<file path="src/pkg/drps_consts.vh">
// Constants of the dual rail power sequencer
`ifndef DRPS_CONSTS_VH
`define DRPS_CONSTS_VH

// Register byte offsets
`define DRPS_OFF_CTRL 12'h000
`define DRPS_OFF_STATUS 12'h004
`define DRPS_OFF_IRQ_STAT 12'h008
`define DRPS_OFF_IRQ_MASK 12'h00c

// Control register fields
`define DRPS_CTRL_SW_RESET 0
`define DRPS_CTRL_RST 32'h0000_0000

// Status register fields
`define DRPS_ST_EN_A 0
`define DRPS_ST_EN_B 1
`define DRPS_ST_GOOD 2
`define DRPS_ST_SYSRST 3
`define DRPS_ST_ORDER 4
`define DRPS_ST_ACTIVE 5

// Interrupt event bits
`define DRPS_EV_GOOD_RISE 0
`define DRPS_EV_GOOD_FALL 1
`define DRPS_EV_RST_REL 2
`define DRPS_EV_RST_ASSERT 3
`define DRPS_EV_FAULT_B 4
`define DRPS_EV_W 5
`define DRPS_IRQ_MASK_RST 5'h00

// Reset release delay
`define DRPS_RELEASE_MS 120
`define DRPS_CLOCK_KHZ 100000

`endif

</file>
<file path="src/design/drps_sequencer.v">
// Dual rail power sequencer with reset supervisor and APB registers
// Functional notes
// - Order low: rail A first, B at 83%
// - Output good released at rail A 95%
// - System reset released after 120ms delay
// - Order high: rail B first, A at 83%
// - Manual reset A forces reset, rails stay
// - Order high: rail A fault keeps B on
// - Order high: rail B fault drops A
// - Rail A fault drops output good
// - Enable high means shutdown, both rails off
// - Rail B below 95% resets at once
// - Release needs both manual resets inactive
// - Open order input reads as high
//
// Our own choices: the APB interface to the registers and the address map.
`timescale 1ns/100ps
`default_nettype none
`include "drps_consts.vh"
module drps_sequencer #(
    parameter RELEASE_CYCLES = (`DRPS_RELEASE_MS * `DRPS_CLOCK_KHZ),
    parameter CNT_W = 24
) (
    input wire clock,
    input wire rst_b,
    input wire clock_en,
    input wire enable_b,
    input wire order_select,
    input wire manual_reset_a_b,
    input wire manual_reset_b_b,
    input wire rail_a_83,
    input wire rail_a_95,
    input wire rail_b_83,
    input wire rail_b_95,
    output wire rail_a_enable,
    output wire rail_b_enable,
    output wire output1_good_in,
    output wire output1_good_out,
    output wire output1_good_oe,
    output wire sys_reset_b_in,
    output wire sys_reset_b_out,
    output wire sys_reset_b_oe,
    output wire irq,
    input wire psel,
    input wire penable,
    input wire pwrite,
    input wire [11:0] paddr,
    input wire [31:0] pwdata,
    output reg [31:0] prdata,
    output wire pready,
    output wire pslverr
);
    // =====================================================
    // Pin synchronisers
    // =====================================================
    wire [8:0] pins_sync;
    wire en_b_s;
    wire order_s;
    wire mra_s;
    wire mrb_s;
    wire a83_s;
    wire a95_s;
    wire b83_s;
    wire b95_s;
    wire unused_s;

    drps_sync2 #(.WIDTH(9), .INIT(9'h00f)) u_sync (
        .clock(clock),
        .rst_b(rst_b),
        .clock_en(clock_en),
        .async_in({1'b0, rail_b_95, rail_b_83, rail_a_95, rail_a_83,
            manual_reset_b_b, manual_reset_a_b, order_select, enable_b}),
        .sync_out(pins_sync)
    );
    assign en_b_s = pins_sync[0];
    assign order_s = pins_sync[1];
    assign mra_s = pins_sync[2];
    assign mrb_s = pins_sync[3];
    assign a83_s = pins_sync[4];
    assign a95_s = pins_sync[5];
    assign b83_s = pins_sync[6];
    assign b95_s = pins_sync[7];
    assign unused_s = pins_sync[8];

    // =====================================================
    // Registers
    // =====================================================
    reg sw_reset;
    reg [`DRPS_EV_W-1:0] irq_stat;
    reg [`DRPS_EV_W-1:0] irq_mask;
    reg en_a_q;
    reg en_b_q;
    reg good_q;
    reg sysrst_q;
    reg active_q;
    reg [CNT_W-1:0] delay_cnt;

    // =====================================================
    // Rail sequencing
    // =====================================================
    wire active;
    wire next_en_a;
    wire next_en_b;
    assign active = ~en_b_s;
    // Order low: A leads, B follows A at 83%; order high: B leads, A follows B
    assign next_en_a = active & (order_s ? b83_s : 1'b1);
    assign next_en_b = active & (order_s ? 1'b1 : a83_s);

    // =====================================================
    // Reset release supervisor
    // =====================================================
    wire release_ok;
    wire count_done;
    assign release_ok = active & b95_s & mra_s & mrb_s & ~sw_reset;
    assign count_done = (delay_cnt >= RELEASE_CYCLES[CNT_W-1:0] - 1'b1);

    always @(posedge clock or negedge rst_b) begin
        if (!rst_b) begin
            en_a_q <= 1'b0;
            en_b_q <= 1'b0;
            good_q <= 1'b0;
            sysrst_q <= 1'b0;
            active_q <= 1'b0;
            delay_cnt <= {CNT_W{1'b0}};
        end else if (clock_en) begin
            en_a_q <= next_en_a;
            en_b_q <= next_en_b;
            active_q <= active;
            good_q <= a95_s;
            if (!release_ok) begin
                delay_cnt <= {CNT_W{1'b0}};
                sysrst_q <= 1'b0;
            end else if (count_done) begin
                sysrst_q <= 1'b1;
            end else begin
                delay_cnt <= delay_cnt + 1'b1;
            end
        end
    end

    assign rail_a_enable = en_a_q;
    assign rail_b_enable = en_b_q;
    // Open drain: drive low when not good
    assign output1_good_out = 1'b0;
    assign output1_good_oe = ~good_q;
    assign output1_good_in = good_q;
    assign sys_reset_b_out = 1'b0;
    assign sys_reset_b_oe = ~sysrst_q;
    assign sys_reset_b_in = sysrst_q;

    // =====================================================
    // Interrupt events
    // =====================================================
    reg good_d;
    reg sysrst_d;
    reg en_a_d;
    wire [`DRPS_EV_W-1:0] events;
    always @(posedge clock or negedge rst_b) begin
        if (!rst_b) begin
            good_d <= 1'b0;
            sysrst_d <= 1'b0;
            en_a_d <= 1'b0;
        end else if (clock_en) begin
            good_d <= good_q;
            sysrst_d <= sysrst_q;
            en_a_d <= en_a_q;
        end
    end
    assign events[`DRPS_EV_GOOD_RISE] = good_q & ~good_d;
    assign events[`DRPS_EV_GOOD_FALL] = ~good_q & good_d;
    assign events[`DRPS_EV_RST_REL] = sysrst_q & ~sysrst_d;
    assign events[`DRPS_EV_RST_ASSERT] = ~sysrst_q & sysrst_d;
    assign events[`DRPS_EV_FAULT_B] = ~en_a_q & en_a_d & order_s & active;
    assign irq = |(irq_stat & irq_mask);

    // =====================================================
    // APB slave
    // =====================================================
    wire wr_acc;
    wire rd_acc;
    wire mapped;
    assign wr_acc = psel & penable & pwrite;
    // Read data loads in the setup phase so it stands through the access phase
    assign rd_acc = psel & ~penable & ~pwrite;
    assign mapped = (paddr == `DRPS_OFF_CTRL) | (paddr == `DRPS_OFF_STATUS) |
        (paddr == `DRPS_OFF_IRQ_STAT) | (paddr == `DRPS_OFF_IRQ_MASK);
    assign pready = 1'b1;
    assign pslverr = psel & penable & ~mapped;

    always @(posedge clock or negedge rst_b) begin
        if (!rst_b) begin
            sw_reset <= 1'b0;
            irq_mask <= `DRPS_IRQ_MASK_RST;
            irq_stat <= {`DRPS_EV_W{1'b0}};
            prdata <= 32'h0000_0000;
        end else if (clock_en) begin
            if (wr_acc && paddr == `DRPS_OFF_CTRL) begin
                sw_reset <= pwdata[`DRPS_CTRL_SW_RESET];
            end
            if (wr_acc && paddr == `DRPS_OFF_IRQ_MASK) begin
                irq_mask <= pwdata[`DRPS_EV_W-1:0];
            end
            // Set wins over write-one-to-clear
            if (wr_acc && paddr == `DRPS_OFF_IRQ_STAT) begin
                irq_stat <= (irq_stat & ~pwdata[`DRPS_EV_W-1:0]) | events;
            end else begin
                irq_stat <= irq_stat | events;
            end
            if (rd_acc) begin
                case (paddr)
                    `DRPS_OFF_CTRL: prdata <= {31'h0, sw_reset};
                    `DRPS_OFF_STATUS: prdata <= {26'h0, active_q, order_s, sysrst_q,
                        good_q, en_b_q, en_a_q};
                    `DRPS_OFF_IRQ_STAT: prdata <= {27'h0, irq_stat};
                    `DRPS_OFF_IRQ_MASK: prdata <= {27'h0, irq_mask};
                    default: prdata <= {31'h0, unused_s};
                endcase
            end
        end
    end
endmodule
`default_nettype wire

</file>
<file path="src/design/drps_sync2.v">
// Two flip-flop synchroniser for a bus of pin inputs
`timescale 1ns/100ps
`default_nettype none
module drps_sync2 #(
    parameter WIDTH = 1,
    parameter [WIDTH-1:0] INIT = {WIDTH{1'b0}}
) (
    input wire clock,
    input wire rst_b,
    input wire clock_en,
    input wire [WIDTH-1:0] async_in,
    output wire [WIDTH-1:0] sync_out
);
    reg [WIDTH-1:0] stage1;
    reg [WIDTH-1:0] stage2;
    always @(posedge clock or negedge rst_b) begin
        if (!rst_b) begin
            stage1 <= INIT;
            stage2 <= INIT;
        end else if (clock_en) begin
            stage1 <= async_in;
            stage2 <= stage1;
        end
    end
    assign sync_out = stage2;
endmodule
`default_nettype wire

</file>
<file path="config.mk">
export PLATFORM = sky130hd
export DESIGN_NAME = drps_sequencer
export DESIGN_NICKNAME = d
export VERILOG_FILES = /design/src/design/drps_sequencer.v /design/src/design/drps_sync2.v
export VERILOG_INCLUDE_DIRS = /design/src /design/src/pkg
export SDC_FILE = /design/constraint.sdc
export NUM_CORES = 1
export LEC_CHECK = 0
export BUFFER_PORTS_ARGS = -buffer_cell sky130_fd_sc_hd__buf_2
export CAP_MARGIN = 0
export CORE_ASPECT_RATIO = 1.25
export CORE_UTILIZATION = 47
export CTS_CLUSTER_SIZE = 24
export DETAILED_ROUTE_END_ITERATION = 10
export PLACE_DENSITY_LB_ADDON = 0.12
export SLEW_MARGIN = 5
export SYNTH_ARGS = -nofsm -noshare
export SYNTH_HDL_FRONTEND = slang
export SYNTH_SLANG_ARGS = --single-unit
</file>
<file path="constraint.sdc">
create_clock -name clock -period 2.3 [get_ports clock]
set_clock_uncertainty 0.15 [all_clocks]
set_input_delay 0.345 -clock clock [delete_from_list [all_inputs] [get_ports clock]]
set_output_delay 0.345 -clock clock [all_outputs]
set_load 0.01 [all_outputs]
</file>
==> impl_metrics.tcl, run 1 <==
set metrics [dict create \
    status "complete, no violations" \
    finalCriticalPeriod_ns 2.14 \
    clock_latency_ns 0.34 \
    ff_latch_area_um2 1640 \
    startpoint_type "flop" \
    die_h_um 99.4 \
    min_from "order_select" \
    yosys_warnings 0 \
    p_clk_frac 0.404 \
    fp.dieW_um 79.9 \
    fmax_ghz 0.467 \
    grt_antenna_before_repair 0 \
    synth-seq-cells 65 \
    synthCells 354 \
    synth-edff-count 0 \
    multi_input_area_um2 1680 \
    power_mw 2.58 \
    track_usage 0.222 \
    grt_max_degree 66 \
    arrival_ns 2.22 \
    critPathKind "reg2reg" \
    pwr-share-seq 0.493 \
    nets 482 \
    ys_types 59 \
    io_buffers 44 \
    p_int_mw 1.94 \
    fin_crit_sh 0.932 \
    synth_ff_type "dfrtp_1" \
    num-fill-cells 662 \
    drive_gt1_frac 0.304 \
    cp-end-kind "flop" \
    rr_worst_depth 5 \
    final_cell_count_no_fill 519 \
    slew_violations 0 \
    ys_seq_area_frac 0.459 \
    clk_pin_slew_ns 0.07 \
    grt_pass1_vias 2766 \
    reg2reg_to "delay_cnt[16]" \
    coreArea_um2 7360 \
    wl_per_cell_um 15.5 \
    vias 2904 \
    power.leakage_nw 1.89 \
    hpwl_um 5770 \
    avgSynthCellArea_um2 10.1 \
    htree_levels 3 \
    n_antenna_cell 0 \
    synthToLayoutAreaGrowth_pct 16.7 \
    placed_cells 503 \
    netlist_area_um2 3560 \
    tns_ns 0 \
    hp-class "in2reg" \
    drv_cap 0 \
    cts_max_path_buffers 2 \
    cts_made_buffers 9 \
    tritoncts "built" \
    drt_iter0_markers 117 \
    clock_sinks 65 \
    via_per_inst 5.60 \
    p_comb_frac 0.103 \
    async_reset_ff_frac 1.00 \
    rsz0062_at_grt "no" \
    whs_ns 0.0827 \
    hold_viol 0 \
    ir_drop_mv 0.363 \
    final_area_um2 4160 \
    finalSetupViolations 0 \
    path_max_fanout 12 \
    worstPathRequired_ns 2.37 \
    r2r_start "delay_cnt[19]" \
    dpl_cell_area_um2 3940 \
    routed_wirelength_um 8030 \
    min_path_cells 2 \
    r2r_setup_slack_ns 0.16 \
    rows 35 \
    initial_core_util 0.484 \
    cts-root-buf "clkbuf_8" \
    grt_overflow 0 \
    switching_share 0.248 \
    dieArea_um2 7940 \
    min_delay_worst_endpoint "u_sync.stage1[1]" \
    postRouteAntennaNets 0 \
    drtPass1Iterations 4 \
    grt_pass1_wl_um 13400 \
    io-pin-count 101 \
    drc 0 \
    gp_congestion 0.885 \
    p_switching_mw 0.641 \
    p_per_area_nw_per_um2 620 \
]
metal layers:
metal / global-route usage / wire (µm) / part of all wire
met1: 0.265 / 3500 / 0.44
met2: 0.381 / 4010 / 0.50
met3: 0.0312 / 329 / 0.041
met4: 0.124 / 189 / 0.024
met5: 0 / 0 / 0
through the flow:
stage | worst slack (ns) | utilization
after floorplan | 0.173 | -
after global placement | 0.0711 | 0.536
after detailed placement | 0.0317 | 0.536
after CTS | 0.0293 | 0.565
after global routing | 0.0376 | 0.565
final | 0.157 | 0.565
how the worst max path moves through the flow:
| stage | slack, ns | from | endpoint |
|---|---|---|---|
| 2_1_floorplan | 0.17 | delay_cnt[0] | delay_cnt[14] |
| 3_3_place_gp | 0.07 | delay_cnt[22] | delay_cnt[16] |
| 3_5_place_dp | 0.03 | delay_cnt[19] | delay_cnt[16] |
| 4_1_cts | 0.03 | delay_cnt[19] | delay_cnt[16] |
| 5_1_grt | 0.04 | delay_cnt[0] | delay_cnt[16] |
| 6_report | 0.16 | delay_cnt[19] | delay_cnt[16] |
worst max-delay path, stage by stage (launching register included):
cell       delay (ns)
dfrtp_1          0.41
or3b_4           0.42
a2111oi_4        0.30
a21o_2           0.33
nor2_2           0.10
a311o_1          0.32
repair_timing:
item / in CTS / in global routing
hold buffers: 1 / 0
buffers inserted: 0 / 0
hold endpoints to repair: 57 / 0
endpoints found under the setup margin: 0 / 11
resized for setup: 0 / 1
registers in the layout, summed over array words and instances, names as in the netlist:
register and cells:
delay_cnt 24, u_sync.stage1 8, u_sync.sync_out 8, prdata 6
irq_mask 5, irq_stat 5, active_q 1, en_a_d 1
good_d 1, output1_good_in 1, rail_a_enable 1, rail_b_enable 1
sw_reset 1, sys_reset_b_in 1, sysrst_d 1
cell usage after synthesis (2+ instances only):
library cell | count | area share
nand3_1 | 13 | 0.018
or4_1 | 2 | 0.0042
o311ai_1 | 6 | 0.015
mux2_2 | 21 | 0.066
o21ai_0 | 7 | 0.0098
nor2_1 | 19 | 0.020
o41ai_1 | 2 | 0.0049
a22o_1 | 2 | 0.0049
o21ai_1 | 4 | 0.0056
clkbuf_1 | 11 | 0.012
dfrtp_1 | 57 | 0.40
buf_4 | 29 | 0.061
and3_1 | 7 | 0.012
buf_6 | 3 | 0.0095
a211o_1 | 2 | 0.0049
dfstp_2 | 8 | 0.059
and4_1 | 2 | 0.0049
conb_1 | 2 | 0.0021
a21o_1 | 2 | 0.0042
a31oi_1 | 6 | 0.011
nand2_1 | 43 | 0.045
a21oi_1 | 7 | 0.0098
nand4_1 | 15 | 0.026
mux2_1 | 6 | 0.019
and2_1 | 4 | 0.0070
inv_1 | 10 | 0.011
nor4_1 | 5 | 0.0088
or3_1 | 2 | 0.0035
a31o_2 | 2 | 0.0049
o31ai_1 | 10 | 0.021
nand2b_1 | 2 | 0.0035
a211oi_1 | 3 | 0.0063
a32o_1 | 4 | 0.011
a22oi_1 | 5 | 0.011
o211ai_1 | 7 | 0.015
final cells by class:
class	count	share of cell area
Tap cell	92	0.0277
Inverter	11	0.00992
Sequential cell	65	0.393
Multi-Input combinational cell	260	0.405
Clock buffer	10	0.0307
Timing Repair Buffer	76	0.114
Clock inverter	5	0.0195
cell families after synthesis:
family	share of synthesized area
AND/OR/NAND/NOR	0.177
adder cells (fa/ha/maj)	0.00351
AO/OA/AOI/OAI	0.169
multiplexers	0.0916
buffers and inverters	0.0973
flip-flops	0.459
other	0.00211
power by group through the flow:
stage	Combinational (mW)	Sequential (mW)	Clock (mW)
after global placement	0.261	1.29	0
final	0.265	1.27	1.04
after floorplan	0.194	1.28	0
after detailed placement	0.266	1.29	0
after global routing	0.297	1.28	1.13
after CTS	0.268	1.27	1.07
layout by cell type (no fill, tap or decap), types with 3 or more instances in the layout:
cell type  synthesis  layout
a31oi_1            6       6
dfrtp_1           57      57
o311ai_1           6       6
inv_1             10      10
nand2_1           43      43
nor4_1             5       5
a211oi_1           3       3
and3_1             7       7
o21ai_0            7       7
buf_2              1      44
a22oi_1            5       5
nor2_1            19      19
buf_4             29      30
mux2_1             6       6
clkbuf_8           0       9
dfstp_2            8       8
conb_1             2      29
and2_1             4       4
o21ai_1            4       4
mux2_2            21      21
nand4_1           15      15
a32o_1             4       4
a21oi_1            7       7
nand3_1           13      13
o31ai_1           10      10
o211ai_1           7       7
No activity file was read; power rests on OpenSTA's default activity.
==> inputs of run 2 (changes only) <==
- clock period: 2.3 -> 1.9 ns (I/O delays scaled with it)
==> run 2 against run 1 <==
  * The run now ends with setup timing left
  * Worst setup slack lost 0.32 ns
  * Final area grew 13%
  * Critical path type unchanged
  * Hold slack lost 0.072 ns
  * Sequential share of layout area shrank 4.6 points
  * Count of clock-buffer cells in the layout grew 1
  * Via count grew 7.4%
  * Clock power grew 20%
  * Largest cell class unchanged
==> impl_metrics.tcl, run 2 (synthesized netlist as in run 1, its figures left out) <==
set metrics [dict create \
    drtPass1Iterations 6 \
    grt_overflow 0 \
    vias 3118 \
    multi_input_area_um2 1830 \
    path_delay_family "simple AND/OR/NAND/NOR gates" \
    ff_latch_area_um2 1640 \
    wl_per_cell_um 15.1 \
    coreArea_um2 7360 \
    grt_pass1_vias 3025 \
    finalCriticalPeriod_ns 2.06 \
    power.leakage_nw 2.19 \
    dieArea_um2 7940 \
    htree_levels 3 \
    tns_ns -1.48 \
    ir_drop_mv 0.533 \
    rsz0062_at_grt "yes" \
    grt_pass1_wl_um 14600 \
    cpMaxStageDelayCell "or3b_4" \
    top_register "delay_cnt" \
    switching_share 0.262 \
    largest_reg_flops 24 \
    clk_pin_slew_ns 0.08 \
    slew_violations 0 \
    status "finished with violations" \
    n_antenna_cell 0 \
    clock_latency_ns 0.35 \
    routed_wirelength_um 8560 \
    num-fill-cells 617 \
    violations "setup timing" \
    critPathKind "reg2reg" \
    setup_ws_ns -0.162 \
    cts_made_buffers 9 \
    cts_max_path_buffers 2 \
    p_comb_frac 0.112 \
    layout_commonest_cell "buf_4" \
    via_per_inst 5.50 \
    drt_iter0_markers 153 \
    initial_core_util 0.484 \
    nets 529 \
    io-pin-count 101 \
    grt_antenna_before_repair 0 \
    fin_crit_sh 1.09 \
    final_area_um2 4700 \
    p_int_mw 2.32 \
    grt_max_degree 66 \
    critical_path_buf_inv_count 2 \
    p_switching_mw 0.820 \
    max_stage_delay_ns 0.41 \
    io_buffers 44 \
    fmax_ghz 0.485 \
    startpoint_type "flop" \
    track_usage 0.242 \
    tritoncts "built" \
    drive_gt1_frac 0.421 \
    finalSetupViolations 20 \
    die_h_um 99.4 \
    cp-end-kind "flop" \
    fp.dieW_um 79.9 \
    pwr-share-seq 0.490 \
    fin_util 0.639 \
    path_max_fanout 6 \
    mostFrequentLayoutCells "69 x buf_4, 57 x dfrtp_1, 44 x buf_2" \
    p_clk_frac 0.399 \
    hp-class "in2reg" \
    gp_congestion 0.843 \
    hpwl_um 6040 \
    synthToLayoutAreaGrowth_pct 32.0 \
    rows 35 \
    postRouteAntennaNets 0 \
    p_per_area_nw_per_um2 667 \
    drc 0 \
    dpl_cell_area_um2 4260 \
    drv_cap 0 \
    cp_cell_sequence "or3b_4, a2111oi_4, buf_4, a21oi_4, buf_6, and4b_1, a211o_1" \
    hold_viol 0 \
    dp_slack_ns -0.229 \
    arrival_ns 2.15 \
    cts-root-buf "clkbuf_8" \
    clock_sinks 65 \
    worstPathRequired_ns 1.98 \
]
run 2: layout make-up:
| cell class | instances | share of cell area |
|---|---|---|
| clock buffers | 11 | 0.0322 |
| repair buffers | 123 | 0.184 |
| multi-input cells | 260 | 0.389 |
| well taps | 92 | 0.0245 |
| clock inverters | 5 | 0.0130 |
| flip-flops and latches | 65 | 0.348 |
| inverters | 11 | 0.00878 |
run 2: path summary, 6_finish.rpt:
check	start	endpoint	slack, ns	cells past startpoint
max	delay_cnt[22]	delay_cnt[18]	-0.16	7
min reg2reg	prdata[5]	prdata[5]	0.32	2
max reg2reg	delay_cnt[22]	delay_cnt[18]	-0.16	7
min	pwdata[3]	irq_mask[3]	0.01	2
min in group asynchronous	rst_b	sysrst_d	0.32	3
max in group asynchronous	rst_b	u_sync.stage1[3]	0.96	3
run 2: metrics by stage:
step                      power [mW]  std cells  hold WS, ns
final                           3.14        567       0.0107
after global routing            3.27        567     0.000131
after CTS                       3.16        565      0.00225
after detailed placement        1.91        540        0.182
after global placement          1.89        540        0.179
after floorplan                 1.78        381       -0.161
run 2: power groups by stage:
stage	registers (mW)	clock network [mW]	logic [mW]
2_1_floorplan	1.55	0	0.235
3_3_place_gp	1.56	0	0.336
3_5_place_dp	1.56	0	0.344
4_1_cts	1.54	1.28	0.351
5_1_grt	1.55	1.33	0.393
6_report	1.53	1.25	0.351
run 2: worst reg2reg max path, stage by stage (launching register included):
cell	delay, ns
dfrtp_1	0.39
or3b_4	0.41
a2111oi_4	0.23
buf_4	0.19
a21oi_4	0.06
buf_6	0.13
and4b_1	0.17
a211o_1	0.22
run 2: what timing repair did:
action | in CTS | in global routing
hold buffers | 1 | 0
pin swaps | 12 | 3
setup endpoints to repair | 21 | 27
gates resized for setup | 24 | 9
buffers inserted | 8 | 2
endpoints found under the hold margin | 57 | 0
run 2: routing by layer:
metal  track usage  wire [µm]  share of wire
met1         0.319       3910           0.46
met2         0.378       4060           0.47
met3        0.0431        359          0.042
met4         0.125        233          0.027
met5             0          0              0
==> inputs of run 3 (changes only) <==
- CORE_MARGIN: default -> 3
==> run 3 against run 2 <==
  * Core utilization is 0.66 points higher
  * Highest routed layer unchanged
  * The flow still finishes with violations (setup timing)
  * Worst setup slack worse by 0.027 ns
  * Largest power group unchanged
  * Fmax is 1.3% lower
  * Final area is 1.9% lower
==> impl_metrics.tcl, run 3 (synthesized netlist as in run 1, its figures left out) <==
set metrics [dict create \
    status "finished with violations" \
    violations "setup timing" \
    postRouteAntennaNets 0 \
    nets 524 \
    dieArea_um2 8670 \
    grt_antenna_before_repair 0 \
    cts-root-buf "clkbuf_8" \
    hpwl_um 6310 \
    dpl_cell_area_um2 4170 \
    io_buffers 44 \
    power.leakage_nw 2.17 \
    fmax_ghz 0.479 \
    p_per_area_nw_per_um2 644 \
    synthToLayoutAreaGrowth_pct 29.6 \
    ff_latch_area_um2 1640 \
    fin_crit_sh 1.10 \
    initial_core_util 0.499 \
    clk_pin_slew_ns 0.08 \
    drt_iter0_markers 193 \
    r2r_start "delay_cnt[19]" \
    tritoncts "built" \
    drive_gt1_frac 0.402 \
    mostFrequentLayoutCells "64 x buf_4, 57 x dfrtp_1, 44 x buf_2" \
    cts_max_path_buffers 2 \
    grt_max_degree 66 \
    finalCriticalPeriod_ns 2.09 \
    rows 34 \
    crit_start "delay_cnt[19]" \
    routed_wirelength_um 8790 \
    drtPass1Iterations 5 \
    coreArea_um2 7150 \
    multi_input_area_um2 1830 \
    setup_ws_ns -0.189 \
    die_h_um 103 \
    via_per_inst 5.60 \
    rsz0062_at_grt "yes" \
    num-fill-cells 602 \
    io-pin-count 101 \
    fp.dieW_um 83.9 \
    finalSetupViolations 20 \
    n_antenna_cell 0 \
    grt_overflow 0 \
    wl_per_cell_um 15.7 \
    ir_drop_mv 0.601 \
    grt_pass1_wl_um 14700 \
    hold_viol 0 \
    htree_levels 3 \
    track_usage 0.210 \
    largest_reg_flops 24 \
    path_max_fanout 6 \
    final_area_um2 4620 \
    cts_made_buffers 9 \
    min_from "pwdata[3]" \
    clock_latency_ns 0.34 \
    gp_congestion 0.944 \
    grt_pass1_vias 3091 \
    cp-end-kind "flop" \
    top_register "delay_cnt" \
    power_mw 2.97 \
    arrival_ns 2.17 \
    startpoint_type "flop" \
    hp-class "in2reg" \
    clock_sinks 65 \
    drv_cap 0 \
    vias 3134 \
    critPathKind "reg2reg" \
    rr_worst_depth 7 \
    drc 0 \
    worstPathRequired_ns 1.98 \
    min_path_cells 2 \
    whs_ns 0.0169 \
    slew_violations 0 \
    layout_commonest_cell "buf_4" \
]
[run 3: cell count changes in the layout (fill, tap and decap cells not counted), moves of 2 or more]
cell	delta
o311ai_4	+2
o21ai_0	+2
dlygate4sd3_1	+2
o31ai_2	-2
clkbuf_8	-2
o31ai_1	+2
o311ai_2	-2
buf_4	-5
inv_6	+2
[run 3: through the flow]
step,std cells,worst slack (ns),util,setup TNS (ns)
3_3_place_gp,529,-0.198,0.584,-2.82
4_1_cts,555,-0.158,0.626,-1.59
2_1_floorplan,381,-0.0713,-,-0.146
6_report,560,-0.189,0.646,-1.85
3_5_place_dp,529,-0.208,0.584,-3.65
5_1_grt,560,-0.242,0.646,-3.06
[run 3: path summary, 6_finish.rpt]
path	endpoint	slack, ns
setup / recovery	delay_cnt[18]	-0.19
max in group asynchronous	u_sync.stage1[0]	0.94
hold reg to reg	prdata[3]	0.33
min in group asynchronous	prdata[2]	0.33
setup reg to reg	delay_cnt[18]	-0.19
hold / removal	irq_mask[3]	0.02
[run 3: worst max-delay path: stages, from the launching register on]
cell	delay, ns
dfrtp_1	0.40
or3b_4	0.40
a2111oi_4	0.27
buf_4	0.20
a21oi_4	0.05
buf_6	0.13
and4b_1	0.16
a211o_1	0.23
[run 3: routing by layer]
metal / wire [µm] / share of wire / up-vias / global-route usage
li1: - / - / 1489 / -
met3: 441 / 0.050 / 14 / 0.0388
met1: 3840 / 0.44 / 1531 / 0.268
met2: 4360 / 0.50 / 100 / 0.361
met4: 140 / 0.016 / 0 / 0.0755
met5: 0 / 0 / - / 0
[run 3: repair_timing]
item / in CTS / in global routing
pin swaps: 6 / 9
hold buffers: 1 / 2
endpoints found under the hold margin: 57 / 2
endpoints found under the setup margin: 22 / 28
resized for setup: 8 / 19
cloned: 1 / 0
setup buffers: 8 / 3
[run 3: final cells by class]
class / count / share of cell area
clock buffers: 9 / 0.0268
clock inverters: 7 / 0.0127
inverters: 11 / 0.00894
multi-input cells: 260 / 0.395
flip-flops and latches: 65 / 0.354
well taps: 90 / 0.0244
repair buffers: 118 / 0.177
[run 3: report_power, final]
group	switching, mW	internal [mW]
Combinational	0.193	0.148
Clock	0.601	0.496
Sequential	0.0567	1.48
Total	0.851	2.12
